File: src/output_power_sequencer_regs.svh
// command codes, field positions, reset values and timing counts
// assumes inclusion by bare name from the sequencer and its helpers
`ifndef OUTPUT_POWER_SEQUENCER_REGS_SVH
`define OUTPUT_POWER_SEQUENCER_REGS_SVH

`define CLEAR_FAULTS_CMD        8'h03
`define PG_ASSERT_LEVEL_CMD     8'h5E
`define PG_RELEASE_LEVEL_CMD    8'h5F
`define TURN_ON_DELAY_CMD       8'h60
`define TURN_ON_RISE_CMD        8'h61
`define PU_TIMEOUT_LIMIT_CMD    8'h62
`define PU_TIMEOUT_ACTION_CMD   8'h63
`define TURN_OFF_DELAY_CMD      8'h64
`define SEQ_STATUS_CMD          8'hD0

`define PG_ASSERT_LEVEL_RESET   16'h0114
`define PG_RELEASE_LEVEL_RESET  16'h0105
`define TURN_ON_DELAY_RESET     16'h0000
`define TURN_ON_RISE_RESET      16'h0005
`define PU_TIMEOUT_LIMIT_RESET  16'h0014
`define PU_TIMEOUT_ACTION_RESET 8'hB9
`define TURN_OFF_DELAY_RESET    16'h0000

`define RESP_MSB                7
`define RESP_LSB                6
`define RETRY_MSB               5
`define RETRY_LSB               3
`define DELAY_MSB               2
`define DELAY_LSB               0
`define RESP_SHUTDOWN           2'h2
`define RETRY_NONE              3'h0
`define RETRY_ONCE              3'h1
`define RETRY_FOREVER           3'h7

`define MS_EXP_MSB              15
`define MS_EXP_LSB              11
`define MS_EXP_VALUE            5'h00
`define MS_MANT_MSB             10
`define MS_MANT_MAX             11'h07F

// 0.24 V and 14 V in 1.953 mV steps
`define PG_MIN_CODE             16'h007B
`define PG_MAX_CODE             16'h1C00

`define RETRY_DELAY_0_MS        8'h00
`define RETRY_DELAY_1_MS        8'h14
`define RETRY_DELAY_2_MS        8'h1E
`define RETRY_DELAY_3_MS        8'h28

`define CLOCK_FREQ_KHZ          100000
`define TICK_PERIOD_MS          1
`define TICK_CYCLES             (`TICK_PERIOD_MS * `CLOCK_FREQ_KHZ)

`endif

File: src/seq_pkg.sv
// types shared by the sequencer and its bus target
// assumes nothing beyond a SystemVerilog compiler
`default_nettype none
package seq_pkg;

  typedef enum logic [6:0] {
    seq_off        = 7'h01,
    seq_on_delay   = 7'h02,
    seq_rising     = 7'h04,
    seq_regulate   = 7'h08,
    seq_off_delay  = 7'h10,
    seq_retry_wait = 7'h20,
    seq_latched    = 7'h40
  } seq_state_t;

  typedef enum logic [5:0] {
    bus_idle   = 6'h01,
    bus_addr   = 6'h02,
    bus_cmd    = 6'h04,
    bus_wdata  = 6'h08,
    bus_rdata  = 6'h10,
    bus_ignore = 6'h20
  } bus_state_t;

endpackage
`default_nettype wire

File: src/output_power_sequencer.sv
// output turn-on, turn-off and power-up timeout sequencer
// assumes vout_code_i, uv_limit_reached_i, bias_ok_i, other_fault_i and
// fault_clear_i come from logic on clock_i; run_request_i is a pin
//
// Contract
// - keep a 16-bit power-good assert level, reset 0114h.
// - keep a 16-bit power-good release level, reset 0105h.
// - power-good levels lie in 0.24 V to 14 V, 1.953 mV steps.
// - after start, wait the turn-on delay before rising; reset 0000h.
// - millisecond settings: 11-bit mantissa, exponent fixed at zero.
// - millisecond settings 0 to 127; other writes dropped, flagged.
// - ramp reaches regulation within the rise time; reset 0005h.
// - timeout fault if undervoltage limit unmet within limit; 0014h.
// - timeout action byte: response 7:6, retry 5:3, delay 2:0; B9h.
// - response 10 retry 111: retry forever until off, bias, fault.
// - response 10 retry 000: shut down, no restart, until cleared.
// - response 10 retry 001: one restart after 0/20/30/40 ms.
// - after stop, keep energy transfer for the turn-off delay.
// - turn-off delay resets to 0000h, stopping at once.
`timescale 1ns/1ps
`default_nettype none
`include "output_power_sequencer_regs.svh"
module output_power_sequencer
  import seq_pkg::*;
#(
  parameter int unsigned MS_CYCLES   = `TICK_CYCLES,
  parameter logic [6:0]  TARGET_ADDR = 7'h2A
) (
  // clock and reset
  input  wire logic        clock_i,
  input  wire logic        resetn_i,
  // management bus pins
  input  wire logic        scl_i,
  input  wire logic        sda_i,
  output logic             sda_o,
  output logic             sda_oe_o,
  // on/off and fault inputs
  input  wire logic        run_request_i,
  input  wire logic        bias_ok_i,
  input  wire logic        other_fault_i,
  input  wire logic        fault_clear_i,
  // output monitor
  input  wire logic [15:0] vout_code_i,
  input  wire logic        uv_limit_reached_i,
  // sequencer outputs
  output logic             output_enable_o,
  output logic             ramp_active_o,
  output logic [7:0]       ramp_elapsed_o,
  output logic             power_good_o,
  output logic             timeout_fault_o,
  output logic             config_error_o
);

  function automatic logic ms_ok(input logic [15:0] v);
    return (v[`MS_EXP_MSB:`MS_EXP_LSB] == `MS_EXP_VALUE)
         && (v[`MS_MANT_MSB:0] <= `MS_MANT_MAX);
  endfunction

  function automatic logic pg_ok(input logic [15:0] v);
    return (v >= `PG_MIN_CODE) && (v <= `PG_MAX_CODE);
  endfunction

  function automatic logic is_ms_cmd(input logic [7:0] c);
    return (c == `TURN_ON_DELAY_CMD) || (c == `TURN_ON_RISE_CMD)
        || (c == `PU_TIMEOUT_LIMIT_CMD) || (c == `TURN_OFF_DELAY_CMD);
  endfunction

  function automatic logic is_pg_cmd(input logic [7:0] c);
    return (c == `PG_ASSERT_LEVEL_CMD) || (c == `PG_RELEASE_LEVEL_CMD);
  endfunction

  function automatic logic [7:0] retry_delay(input logic [2:0] code);
    case (code)
      3'h0:    return `RETRY_DELAY_0_MS;
      3'h1:    return `RETRY_DELAY_1_MS;
      3'h2:    return `RETRY_DELAY_2_MS;
      default: return `RETRY_DELAY_3_MS;
    endcase
  endfunction

  // bus target
  logic        wr_valid;
  logic [1:0]  wr_len;
  logic [7:0]  cmd;
  logic [15:0] wr_data;
  logic [15:0] rd_data;

  pmbus_target #(
    .TARGET_ADDR (TARGET_ADDR)
  ) u_target (
    .clock_i    (clock_i),
    .resetn_i   (resetn_i),
    .scl_i      (scl_i),
    .sda_i      (sda_i),
    .sda_o      (sda_o),
    .sda_oe_o   (sda_oe_o),
    .wr_valid_o (wr_valid),
    .wr_len_o   (wr_len),
    .cmd_o      (cmd),
    .wr_data_o  (wr_data),
    .rd_data_i  (rd_data)
  );

  // configuration registers
  logic [15:0] pg_assert_reg, pg_release_reg;
  logic [15:0] on_delay_reg, rise_reg, limit_reg, off_delay_reg;
  logic [7:0]  action_reg;

  wire word_wr   = wr_valid & (wr_len == 2'h2);
  wire byte_wr   = wr_valid & (wr_len == 2'h1);
  wire clear_cmd = wr_valid & (wr_len == 2'h0) & (cmd == `CLEAR_FAULTS_CMD);
  wire ms_good   = word_wr & is_ms_cmd(cmd) & ms_ok(wr_data);
  wire pg_good   = word_wr & is_pg_cmd(cmd) & pg_ok(wr_data);
  wire act_good  = byte_wr & (cmd == `PU_TIMEOUT_ACTION_CMD);
  wire wr_bad    = wr_valid & (is_ms_cmd(cmd) | is_pg_cmd(cmd))
                 & ~ms_good & ~pg_good;
  wire fault_clr = fault_clear_i | clear_cmd;

  always_ff @(posedge clock_i or negedge resetn_i) begin
    if (!resetn_i) begin
      pg_assert_reg  <= `PG_ASSERT_LEVEL_RESET;
      pg_release_reg <= `PG_RELEASE_LEVEL_RESET;
      on_delay_reg   <= `TURN_ON_DELAY_RESET;
      rise_reg       <= `TURN_ON_RISE_RESET;
      limit_reg      <= `PU_TIMEOUT_LIMIT_RESET;
      action_reg     <= `PU_TIMEOUT_ACTION_RESET;
      off_delay_reg  <= `TURN_OFF_DELAY_RESET;
    end else begin
      if (pg_good && cmd == `PG_ASSERT_LEVEL_CMD) begin
        pg_assert_reg <= wr_data;
      end
      if (pg_good && cmd == `PG_RELEASE_LEVEL_CMD) begin
        pg_release_reg <= wr_data;
      end
      if (ms_good && cmd == `TURN_ON_DELAY_CMD) begin
        on_delay_reg <= wr_data;
      end
      if (ms_good && cmd == `TURN_ON_RISE_CMD) begin
        rise_reg <= wr_data;
      end
      if (ms_good && cmd == `PU_TIMEOUT_LIMIT_CMD) begin
        limit_reg <= wr_data;
      end
      if (ms_good && cmd == `TURN_OFF_DELAY_CMD) begin
        off_delay_reg <= wr_data;
      end
      if (act_good) begin
        action_reg <= wr_data[7:0];
      end
    end
  end

  // sequencer
  seq_state_t state_reg, state_next;
  logic [7:0] ms_cnt_reg;
  logic       run_s1, run_s2;
  logic       retry_used_reg, tick;

  wire       kill      = ~bias_ok_i | other_fault_i;
  wire [1:0] resp      = action_reg[`RESP_MSB:`RESP_LSB];
  wire [2:0] retry     = action_reg[`RETRY_MSB:`RETRY_LSB];
  wire [7:0] wait_ms   = retry_delay(action_reg[`DELAY_MSB:`DELAY_LSB]);
  wire       rise_done = uv_limit_reached_i & (ms_cnt_reg >= rise_reg[7:0]);
  wire       tout_event = (state_reg == seq_rising) & ~kill & run_s2
                        & ~uv_limit_reached_i
                        & (ms_cnt_reg >= limit_reg[7:0]);
  wire       do_retry  = (retry == `RETRY_FOREVER)
                       | ((retry == `RETRY_ONCE) & ~retry_used_reg);
  wire       phase_new = (state_next != state_reg);
  wire       en_next   = (state_next == seq_rising)
                       | (state_next == seq_regulate)
                       | (state_next == seq_off_delay);

  ms_tick #(
    .MS_CYCLES (MS_CYCLES)
  ) u_tick (
    .clock_i   (clock_i),
    .resetn_i  (resetn_i),
    .restart_i (phase_new),
    .tick_o    (tick)
  );

  always_comb begin
    state_next = state_reg;
    case (state_reg)
      seq_off: begin
        if (run_s2 && !kill) state_next = seq_on_delay;
      end
      seq_on_delay: begin
        if (kill || !run_s2) state_next = seq_off;
        else if (ms_cnt_reg >= on_delay_reg[7:0])
          state_next = seq_rising;
      end
      seq_rising: begin
        if (kill) state_next = seq_off;
        else if (!run_s2) state_next = seq_off_delay;
        else if (rise_done) state_next = seq_regulate;
        else if (tout_event) begin
          if (resp != `RESP_SHUTDOWN) state_next = seq_regulate;
          else if (do_retry) state_next = seq_retry_wait;
          else state_next = seq_latched;
        end
      end
      seq_regulate: begin
        if (kill) state_next = seq_off;
        else if (!run_s2) state_next = seq_off_delay;
      end
      seq_off_delay: begin
        if (kill || ms_cnt_reg >= off_delay_reg[7:0])
          state_next = seq_off;
      end
      seq_retry_wait: begin
        if (kill || !run_s2) state_next = seq_off;
        else if (ms_cnt_reg >= wait_ms) state_next = seq_on_delay;
      end
      seq_latched: begin
        if (fault_clr) state_next = seq_off;
      end
      default: state_next = seq_off;
    endcase
  end

  // hysteresis: hold while at or above release level
  wire pg_next = en_next & (power_good_o
               ? (vout_code_i >= pg_release_reg)
               : (vout_code_i >= pg_assert_reg));

  always_ff @(posedge clock_i or negedge resetn_i) begin
    if (!resetn_i) begin
      run_s1          <= 1'b0;
      run_s2          <= 1'b0;
      state_reg       <= seq_off;
      ms_cnt_reg      <= 8'h00;
      retry_used_reg  <= 1'b0;
      output_enable_o <= 1'b0;
      ramp_active_o   <= 1'b0;
      ramp_elapsed_o  <= 8'h00;
      power_good_o    <= 1'b0;
      timeout_fault_o <= 1'b0;
      config_error_o  <= 1'b0;
    end else begin
      run_s1    <= run_request_i;
      run_s2    <= run_s1;
      state_reg <= state_next;
      if (phase_new) ms_cnt_reg <= 8'h00;
      else if (tick && ms_cnt_reg != 8'hFF)
        ms_cnt_reg <= ms_cnt_reg + 8'h01;
      if (state_reg == seq_off) retry_used_reg <= 1'b0;
      else if (state_next == seq_retry_wait) retry_used_reg <= 1'b1;
      output_enable_o <= en_next;
      ramp_active_o   <= (state_next == seq_rising)
                       & (ms_cnt_reg < rise_reg[7:0]);
      ramp_elapsed_o  <= (state_reg == seq_rising) ? ms_cnt_reg : 8'h00;
      power_good_o    <= pg_next;
      // a new event outweighs a clear in the same cycle
      if (tout_event) timeout_fault_o <= 1'b1;
      else if (fault_clr) timeout_fault_o <= 1'b0;
      if (wr_bad) config_error_o <= 1'b1;
      else if (fault_clr) config_error_o <= 1'b0;
    end
  end

  // readback; unknown commands answer all ones
  wire [15:0] status_word = {3'h0, retry_used_reg, config_error_o,
                             timeout_fault_o, output_enable_o,
                             power_good_o, 1'b0, state_reg};
  assign rd_data =
      (cmd == `PG_ASSERT_LEVEL_CMD)   ? pg_assert_reg  :
      (cmd == `PG_RELEASE_LEVEL_CMD)  ? pg_release_reg :
      (cmd == `TURN_ON_DELAY_CMD)     ? on_delay_reg   :
      (cmd == `TURN_ON_RISE_CMD)      ? rise_reg       :
      (cmd == `PU_TIMEOUT_LIMIT_CMD)  ? limit_reg      :
      (cmd == `PU_TIMEOUT_ACTION_CMD) ? {8'h00, action_reg} :
      (cmd == `TURN_OFF_DELAY_CMD)    ? off_delay_reg  :
      (cmd == `SEQ_STATUS_CMD)        ? status_word    : 16'hFFFF;
endmodule
`default_nettype wire

File: src/ms_tick.sv
// one-cycle pulse every millisecond, phase restartable
// assumes restart_i comes from logic on the same clock
`timescale 1ns/1ps
`default_nettype none
module ms_tick #(
  parameter int unsigned MS_CYCLES = 100000
) (
  // clock and reset
  input  wire logic clock_i,
  input  wire logic resetn_i,
  // control
  input  wire logic restart_i,
  output logic      tick_o
);

  logic [31:0] cnt_reg;
  wire         wrap = (cnt_reg == 32'(MS_CYCLES - 1));

  always_ff @(posedge clock_i or negedge resetn_i) begin
    if (!resetn_i) begin
      cnt_reg <= 32'h0000_0000;
      tick_o  <= 1'b0;
    end else if (restart_i) begin
      cnt_reg <= 32'h0000_0000;
      tick_o  <= 1'b0;
    end else begin
      cnt_reg <= wrap ? 32'h0000_0000 : cnt_reg + 32'h0000_0001;
      tick_o  <= wrap;
    end
  end

endmodule
`default_nettype wire

File: src/pmbus_target.sv
// byte and word command target on the two-wire management bus
// assumes scl and sda are pins, sampled here through two flip-flops
`timescale 1ns/1ps
`default_nettype none
module pmbus_target
  import seq_pkg::*;
#(
  parameter logic [6:0] TARGET_ADDR = 7'h2A
) (
  // clock and reset
  input  wire logic        clock_i,
  input  wire logic        resetn_i,
  // bus pins
  input  wire logic        scl_i,
  input  wire logic        sda_i,
  output logic             sda_o,
  output logic             sda_oe_o,
  // command side
  output logic             wr_valid_o,
  output logic [1:0]       wr_len_o,
  output logic [7:0]       cmd_o,
  output logic [15:0]      wr_data_o,
  input  wire logic [15:0] rd_data_i
);

  logic       scl_s1, scl_s2, scl_s3, sda_s1, sda_s2, sda_s3;
  bus_state_t state_reg;
  logic [3:0] bit_cnt_reg;
  logic [7:0] shift_reg, tx_reg;
  logic       in_ack_reg, mack_reg;

  wire scl_rise  = scl_s2 & ~scl_s3;
  wire scl_fall  = ~scl_s2 & scl_s3;
  wire start_seen = scl_s2 & scl_s3 & sda_s3 & ~sda_s2;
  wire stop_seen  = scl_s2 & scl_s3 & ~sda_s3 & sda_s2;
  wire byte_done = (bit_cnt_reg == 4'h8);
  wire addr_hit  = (shift_reg[7:1] == TARGET_ADDR);
  wire rx_state  = (state_reg == bus_addr) | (state_reg == bus_cmd)
                 | (state_reg == bus_wdata);
  wire [7:0] tx_byte = (wr_len_o == 2'h0) ? rd_data_i[7:0]
                     : (wr_len_o == 2'h1) ? rd_data_i[15:8] : 8'hFF;
  wire [1:0] idx_inc = (wr_len_o == 2'h3) ? wr_len_o : wr_len_o + 2'h1;

  // open drain: only ever pulls low
  assign sda_o = 1'b0;

  always_ff @(posedge clock_i or negedge resetn_i) begin
    if (!resetn_i) begin
      {scl_s1, scl_s2, scl_s3} <= 3'h7;
      {sda_s1, sda_s2, sda_s3} <= 3'h7;
      state_reg   <= bus_idle;
      bit_cnt_reg <= 4'h0;
      shift_reg   <= 8'h00;
      tx_reg      <= 8'h00;
      in_ack_reg  <= 1'b0;
      mack_reg    <= 1'b0;
      sda_oe_o    <= 1'b0;
      wr_valid_o  <= 1'b0;
      wr_len_o    <= 2'h0;
      cmd_o       <= 8'h00;
      wr_data_o   <= 16'h0000;
    end else begin
      {scl_s3, scl_s2, scl_s1} <= {scl_s2, scl_s1, scl_i};
      {sda_s3, sda_s2, sda_s1} <= {sda_s2, sda_s1, sda_i};
      wr_valid_o <= 1'b0;
      if (start_seen) begin
        state_reg   <= bus_addr;
        bit_cnt_reg <= 4'h0;
        in_ack_reg  <= 1'b0;
        sda_oe_o    <= 1'b0;
      end else if (stop_seen) begin
        wr_valid_o <= (state_reg == bus_wdata);
        state_reg  <= bus_idle;
        in_ack_reg <= 1'b0;
        sda_oe_o   <= 1'b0;
      end else if (scl_rise) begin
        if (in_ack_reg) begin
          mack_reg <= ~sda_s2;
        end else if (rx_state && !byte_done) begin
          shift_reg   <= {shift_reg[6:0], sda_s2};
          bit_cnt_reg <= bit_cnt_reg + 4'h1;
        end
      end else if (scl_fall) begin
        if (in_ack_reg) begin
          in_ack_reg  <= 1'b0;
          bit_cnt_reg <= 4'h0;
          sda_oe_o    <= 1'b0;
          if (state_reg == bus_rdata) begin
            if (mack_reg) begin
              sda_oe_o    <= ~tx_byte[7];
              tx_reg      <= {tx_byte[6:0], 1'b0};
              bit_cnt_reg <= 4'h1;
              wr_len_o    <= idx_inc;
            end else begin
              state_reg <= bus_ignore;
            end
          end
        end else if (state_reg == bus_rdata) begin
          if (byte_done) begin
            sda_oe_o   <= 1'b0;
            in_ack_reg <= 1'b1;
          end else begin
            sda_oe_o    <= ~tx_reg[7];
            tx_reg      <= {tx_reg[6:0], 1'b0};
            bit_cnt_reg <= bit_cnt_reg + 4'h1;
          end
        end else if (rx_state && byte_done) begin
          in_ack_reg <= 1'b1;
          sda_oe_o   <= 1'b1;
          case (state_reg)
            bus_addr: begin
              if (!addr_hit) begin
                state_reg  <= bus_ignore;
                in_ack_reg <= 1'b0;
                sda_oe_o   <= 1'b0;
              end else if (shift_reg[0]) begin
                state_reg <= bus_rdata;
                mack_reg  <= 1'b1;
                wr_len_o  <= 2'h0;
              end else begin
                state_reg <= bus_cmd;
              end
            end
            bus_cmd: begin
              cmd_o     <= shift_reg;
              state_reg <= bus_wdata;
              wr_len_o  <= 2'h0;
            end
            default: begin
              if (wr_len_o == 2'h0) begin
                wr_data_o[7:0] <= shift_reg;
                wr_len_o       <= 2'h1;
              end else if (wr_len_o == 2'h1) begin
                wr_data_o[15:8] <= shift_reg;
                wr_len_o        <= 2'h2;
              end else begin
                // surplus bytes are refused
                in_ack_reg <= 1'b0;
                sda_oe_o   <= 1'b0;
              end
            end
          endcase
        end
      end
    end
  end

endmodule
`default_nettype wire

File: config.mk
export PLATFORM = sky130hd
export DESIGN_NAME = output_power_sequencer
export DESIGN_NICKNAME = d
export VERILOG_FILES = /design/src/seq_pkg.sv /design/src/output_power_sequencer.sv /design/src/ms_tick.sv /design/src/pmbus_target.sv
export VERILOG_INCLUDE_DIRS = /design/src
export SDC_FILE = /design/constraint.sdc
export NUM_CORES = 1
export LEC_CHECK = 0
export ABC_CLOCK_PERIOD_IN_PS = 3400
export BUFFER_PORTS_ARGS = -buffer_cell sky130_fd_sc_hd__buf_2
export CAP_MARGIN = 20
export CORE_AREA = 2 2 229 231
export CTS_CLUSTER_SIZE = 30
export DETAILED_ROUTE_END_ITERATION = 16
export DIE_AREA = 0 0 231 233
export PLACE_DENSITY = 0.39
export SETUP_SLACK_MARGIN = 0.05
export SLEW_MARGIN = 25
export SYNTH_ARGS = -nofsm -noshare
export SYNTH_HDL_FRONTEND = slang
export SYNTH_SLANG_ARGS = --single-unit
File: constraint.sdc
create_clock -name clock_i -period 3.4 [get_ports clock_i]
set_clock_uncertainty 0.05 [all_clocks]
set_input_delay 0.68 -clock clock_i [delete_from_list [all_inputs] [get_ports clock_i]]
set_output_delay 0.68 -clock clock_i [all_outputs]
set_load 0.01 [all_outputs]
==> report_table.html <==
<table>
<tr><th>Metric</th><th>Value</th></tr>
<tr><th colspan="2">Clocking</th></tr>
<tr><td>TritonCTS Sinks</td><td>between 200 and 250</td></tr>
<tr><td>Clock insertion delay at the later pin of the skew report</td><td>between 0.5 and 0.6 ns</td></tr>
<tr><td>Root buf cell</td><td>sky130_fd_sc_hd__clkbuf_16</td></tr>
<tr><td>Longest Clk Path Bufs</td><td>3</td></tr>
<tr><td>Number of hold-repair buffers added at the cts stage</td><td>0</td></tr>
<tr><td>Deepest level of the CTS H-tree</td><td>1</td></tr>
<tr><td>Clock tree from TritonCTS</td><td>built</td></tr>
<tr><td>Clk pin slew, worst setup/hold paths</td><td>0.06 ns</td></tr>
<tr><td>Number of buffers inserted during clock tree synthesis</td><td>28</td></tr>
<tr><th colspan="2">Place</th></tr>
<tr><td>Input/output buffers</td><td>38</td></tr>
<tr><td>Estimated wirelength of the detail-placed design</td><td>29.6 mm</td></tr>
<tr><td>RD Place Congestion</td><td>0.812</td></tr>
<tr><td>Worst setup slack before clock tree synthesis</td><td>approximately 0.18 ns</td></tr>
<tr><th colspan="2">Logic synthesis</th></tr>
<tr><td>Part of the Yosys area used for sequential elements</td><td>45.2%</td></tr>
<tr><td>Netlist area before placement</td><td>12700 sq um</td></tr>
<tr><td>Count of mapped cells out of synthesis</td><td>1258</td></tr>
<tr><td>Mapped Avg Cell Area</td><td>roughly 10 sq um</td></tr>
<tr><td>FF+latch count, synth</td><td>229</td></tr>
<tr><td>Yosys warning total</td><td>0</td></tr>
<tr><td>Most used flip-flop cell after synthesis</td><td>sky130_fd_sc_hd__dfrtp_1</td></tr>
<tr><td>Post-Synthesis Net Count</td><td>1365</td></tr>
<tr><td>EDFF count, synth</td><td>0</td></tr>
<tr><td>Number of library cell types mapped by synthesis</td><td>85</td></tr>
<tr><td>Fraction of synthesis flops using an asynchronous set or reset pin</td><td>between 90% and 100%</td></tr>
<tr><th colspan="2">Die</th></tr>
<tr><td>Initial standard-cell utilization of the core</td><td>24.9%</td></tr>
<tr><td>Count of standard-cell rows</td><td>83</td></tr>
<tr><td>Floorplan die area</td><td>53800 sq um</td></tr>
<tr><td>Standard cell core area</td><td>about 51000 sq um</td></tr>
<tr><td>Die width</td><td>roughly 230 microns</td></tr>
<tr><td>Number of top-level design ports</td><td>40</td></tr>
<tr><td>Height of the die</td><td>233 microns</td></tr>
<tr><th colspan="2">Power</th></tr>
<tr><td>Standby leakage power</td><td>6.81 nW</td></tr>
<tr><td>Power density normalized to cell area</td><td>430 nW/um^2</td></tr>
<tr><td>Maximum ir drop on the vdd rail</td><td>~240 uV</td></tr>
<tr><td>Total power consumption of the routed design</td><td>approximately 0.0065 W</td></tr>
<tr><th colspan="2">Final layout</th></tr>
<tr><td>Fraction of layout cells with a size suffix above 1</td><td>20.8%</td></tr>
<tr><td>Area added between synthesis and finish</td><td>18.6%</td></tr>
<tr><td>Most common cell after layout, fill and taps aside</td><td>sky130_fd_sc_hd__dfrtp_1</td></tr>
<tr><td>Largest register FFs</td><td>32</td></tr>
<tr><td>Diodes inserted</td><td>0</td></tr>
<tr><td>Most used cells in the layout excluding fill and tap cells</td><td>sky130_fd_sc_hd__dfrtp_1 (206), sky130_fd_sc_hd__nand2_1 (90), sky130_fd_sc_hd__mux2_2 (90)</td></tr>
<tr><td>Number of nets in the final layout</td><td>1442</td></tr>
<tr><th colspan="2">Setup path</th></tr>
<tr><td>Path type of the worst setup path</td><td>flip-flop to flip-flop</td></tr>
<tr><td>Maximum fanout along the worst path</td><td>8</td></tr>
<tr><td>Data arrival time of the critical path</td><td>3.70 ns</td></tr>
<tr><td>Crit path launch type</td><td>flip-flop</td></tr>
<tr><td>Reg-to-Reg End</td><td>u_target.tx_reg[1]$_DFFE_PN0P_</td></tr>
<tr><td>Endpoint type of the worst setup path</td><td>flip-flop</td></tr>
<tr><td>Reg2reg start</td><td>u_target.cmd_o[7]$_DFFE_PN0P_</td></tr>
<tr><td>Worst reg2reg setup slack</td><td>0.11 ns</td></tr>
<tr><td>Required @ worst endpoint</td><td>3.81 ns</td></tr>
<tr><td>R2r worst-path depth</td><td>6</td></tr>
<tr><th colspan="2">Global routing</th></tr>
<tr><td>Via count of the first global-routing pass</td><td>9827</td></tr>
<tr><td>Overall overflow remaining after global route</td><td>0</td></tr>
<tr><td>Maximum number of pins on one net before global-route repair</td><td>89</td></tr>
<tr><td>Antenna violations before repair</td><td>1</td></tr>
<tr><td>Total track usage</td><td>14.9%</td></tr>
<tr><td>Wire length of the first global-routing pass</td><td>61.5 mm</td></tr>
<tr><th colspan="2">Worst hold path</th></tr>
<tr><td>Worst hold path type</td><td>input pin to async pin</td></tr>
<tr><th colspan="2">STA</th></tr>
<tr><td>Worst max-slew margin expressed relative to the limit</td><td>35.7%</td></tr>
<tr><td>Number of max-slew violations in the final report</td><td>0</td></tr>
<tr><td>Min Tclk post-route</td><td>3.29 ns</td></tr>
<tr><td>Hold Violations, Final</td><td>0</td></tr>
<tr><td>Setup repair after global routing missed its margin</td><td>no</td></tr>
<tr><td>Peak Freq</td><td>approximately 300 MHz</td></tr>
<tr><td>Slew at the pin with the worst max-slew slack</td><td>0.952 ns</td></tr>
<tr><td>Total Negative Setup Slacks</td><td>0 ns</td></tr>
<tr><td>Total of endpoints with negative setup slack in the final report</td><td>0</td></tr>
<tr><td>Hold slack</td><td>about 0.11 ns</td></tr>
<tr><td>Period Utilization, post-route</td><td>96.8%</td></tr>
<tr><td>Post-layout worst setup margin</td><td>between 0.1 and 0.15 ns</td></tr>
<tr><th colspan="2">Flow run</th></tr>
<tr><td>Maximum capacitance violations</td><td>0</td></tr>
<tr><th colspan="2">Detailed routing</th></tr>
<tr><td>Initial DRC Count</td><td>roughly 600</td></tr>
<tr><td>Wire length reported by the detailed router</td><td>40.4 mm</td></tr>
<tr><td>Total iterations of the first detailed-routing run</td><td>4</td></tr>
<tr><td>Post-route DRC violation count</td><td>0</td></tr>
<tr><td>Number of antenna-violating nets in the routed design</td><td>0</td></tr>
<tr><td>Via Count</td><td>between 9k and 10k</td></tr>
<tr><td>Ratio of routed vias to standard cells</td><td>4.79</td></tr>
<tr><td>WL/cell</td><td>19.9 microns</td></tr>
<tr><th colspan="2">Run status</th></tr>
<tr><td>Run status</td><td>finished, final reports clean</td></tr>
</table>
kinds of logic after synthesis:
kind of cell             count (synthesis)  share of synthesized area, %
AO/OA/AOI/OAI                          242                          12.7
multiplexers                           100                          9.04
adder cells (fa/ha/maj)                 82                          8.05
XOR/XNOR                                41                          2.82
flip-flops                             229                          45.2
buffers and inverters                  133                          4.12
AND/OR/NAND/NOR                        430                          18.0
other                                    1                        0.0294
through the flow:
step	instances	instance area [sq um]	util, %
6_report	2037	15100	29.6
5_1_grt	2037	15100	29.6
4_1_cts	2035	15100	29.5
3_5_place_dp	1983	14100	27.5
3_3_place_gp	1983	14100	27.5
2_1_floorplan	1258	12700	-
where the power goes:
| group | switching [W] | internal, W | total [W] | leakage (nW) |
|---|---|---|---|---|
| clock | 0.00121 | 0.00197 | 0.00318 | 0.464 |
| sequential | 0.0000692 | 0.00279 | 0.00286 | 3.09 |
| combinational | 0.000295 | 0.000173 | 0.000468 | 3.25 |
how the worst max path moves through the flow:
stage,slack [ns],cells past startpoint,end,startpoint
after floorplan,0.78,10,u_tick.cnt_reg[10]$_DFF_PN0_,action_reg[0]$_DFFE_PN1P_
after global placement,0.23,10,u_tick.cnt_reg[17]$_DFF_PN0_,ms_cnt_reg[0]$_DFFE_PN0P_
after detailed placement,0.18,11,u_tick.cnt_reg[18]$_DFF_PN0_,ms_cnt_reg[0]$_DFFE_PN0P_
after CTS,0.15,11,u_tick.cnt_reg[18]$_DFF_PN0_,ms_cnt_reg[0]$_DFFE_PN0P_
after global routing,0.09,6,u_target.tx_reg[1]$_DFFE_PN0P_,u_target.cmd_o[7]$_DFFE_PN0P_
final,0.11,6,u_target.tx_reg[1]$_DFFE_PN0P_,u_target.cmd_o[7]$_DFFE_PN0P_
area by class of cell:
type	instances	area, sq um
well taps	680	851
flip-flops and latches	229	5760
multi-input cells	897	6510
clock inverters	12	200
clock buffers	40	777
fillers	5408	36000
repair buffers	97	706
inverters	82	308
critical path, stage by stage (launching register included):
cell,delay (ns)
sky130_fd_sc_hd__dfrtp_1,0.48
sky130_fd_sc_hd__or4b_1,0.57
sky130_fd_sc_hd__nor2_1,0.40
sky130_fd_sc_hd__nand2_1,0.35
sky130_fd_sc_hd__o311ai_0,0.88
sky130_fd_sc_hd__a21oi_1,0.16
sky130_fd_sc_hd__a32o_1,0.30
per-layer routing:
metal | share of wire (%) | GRT usage, %
met1 | 48 | 20.8
met2 | 47 | 24.5
met3 | 3.5 | 1.73
met4 | 2.0 | 3.67
met5 | 0 | 0
timing repair:
action,CTS,global route
setup buffers,0,1
gates resized for setup,0,5
hold endpoints to repair,0,0
endpoints found under the setup margin,0,31
synthesized netlist by cell type (all sizes together), types with 7 or more instances:
library cell	n	area, sq um
and2	29	181
mux2	90	1010
nand3b	9	67.6
inv	81	304
ha	82	1030
clkbuf	40	151
o21a	9	67.6
or3	9	61.3
o22ai	23	150
and3	12	75.1
dfrtp	206	5150
nor2	92	355
nor4	17	121
buf	11	66.3
a21oi	56	284
mux2i	7	70.1
xor2	28	245
a31oi	9	56.3
xnor2	13	114
nor2b	29	181
nor3	39	218
dfstp	23	604
nand2b	20	125
o21ai	56	280
nand3	31	160
a21o	11	82.6
nand4	19	119
a2111oi	8	82.6
nand2	91	344
Power figures use the tool's default switching activity.
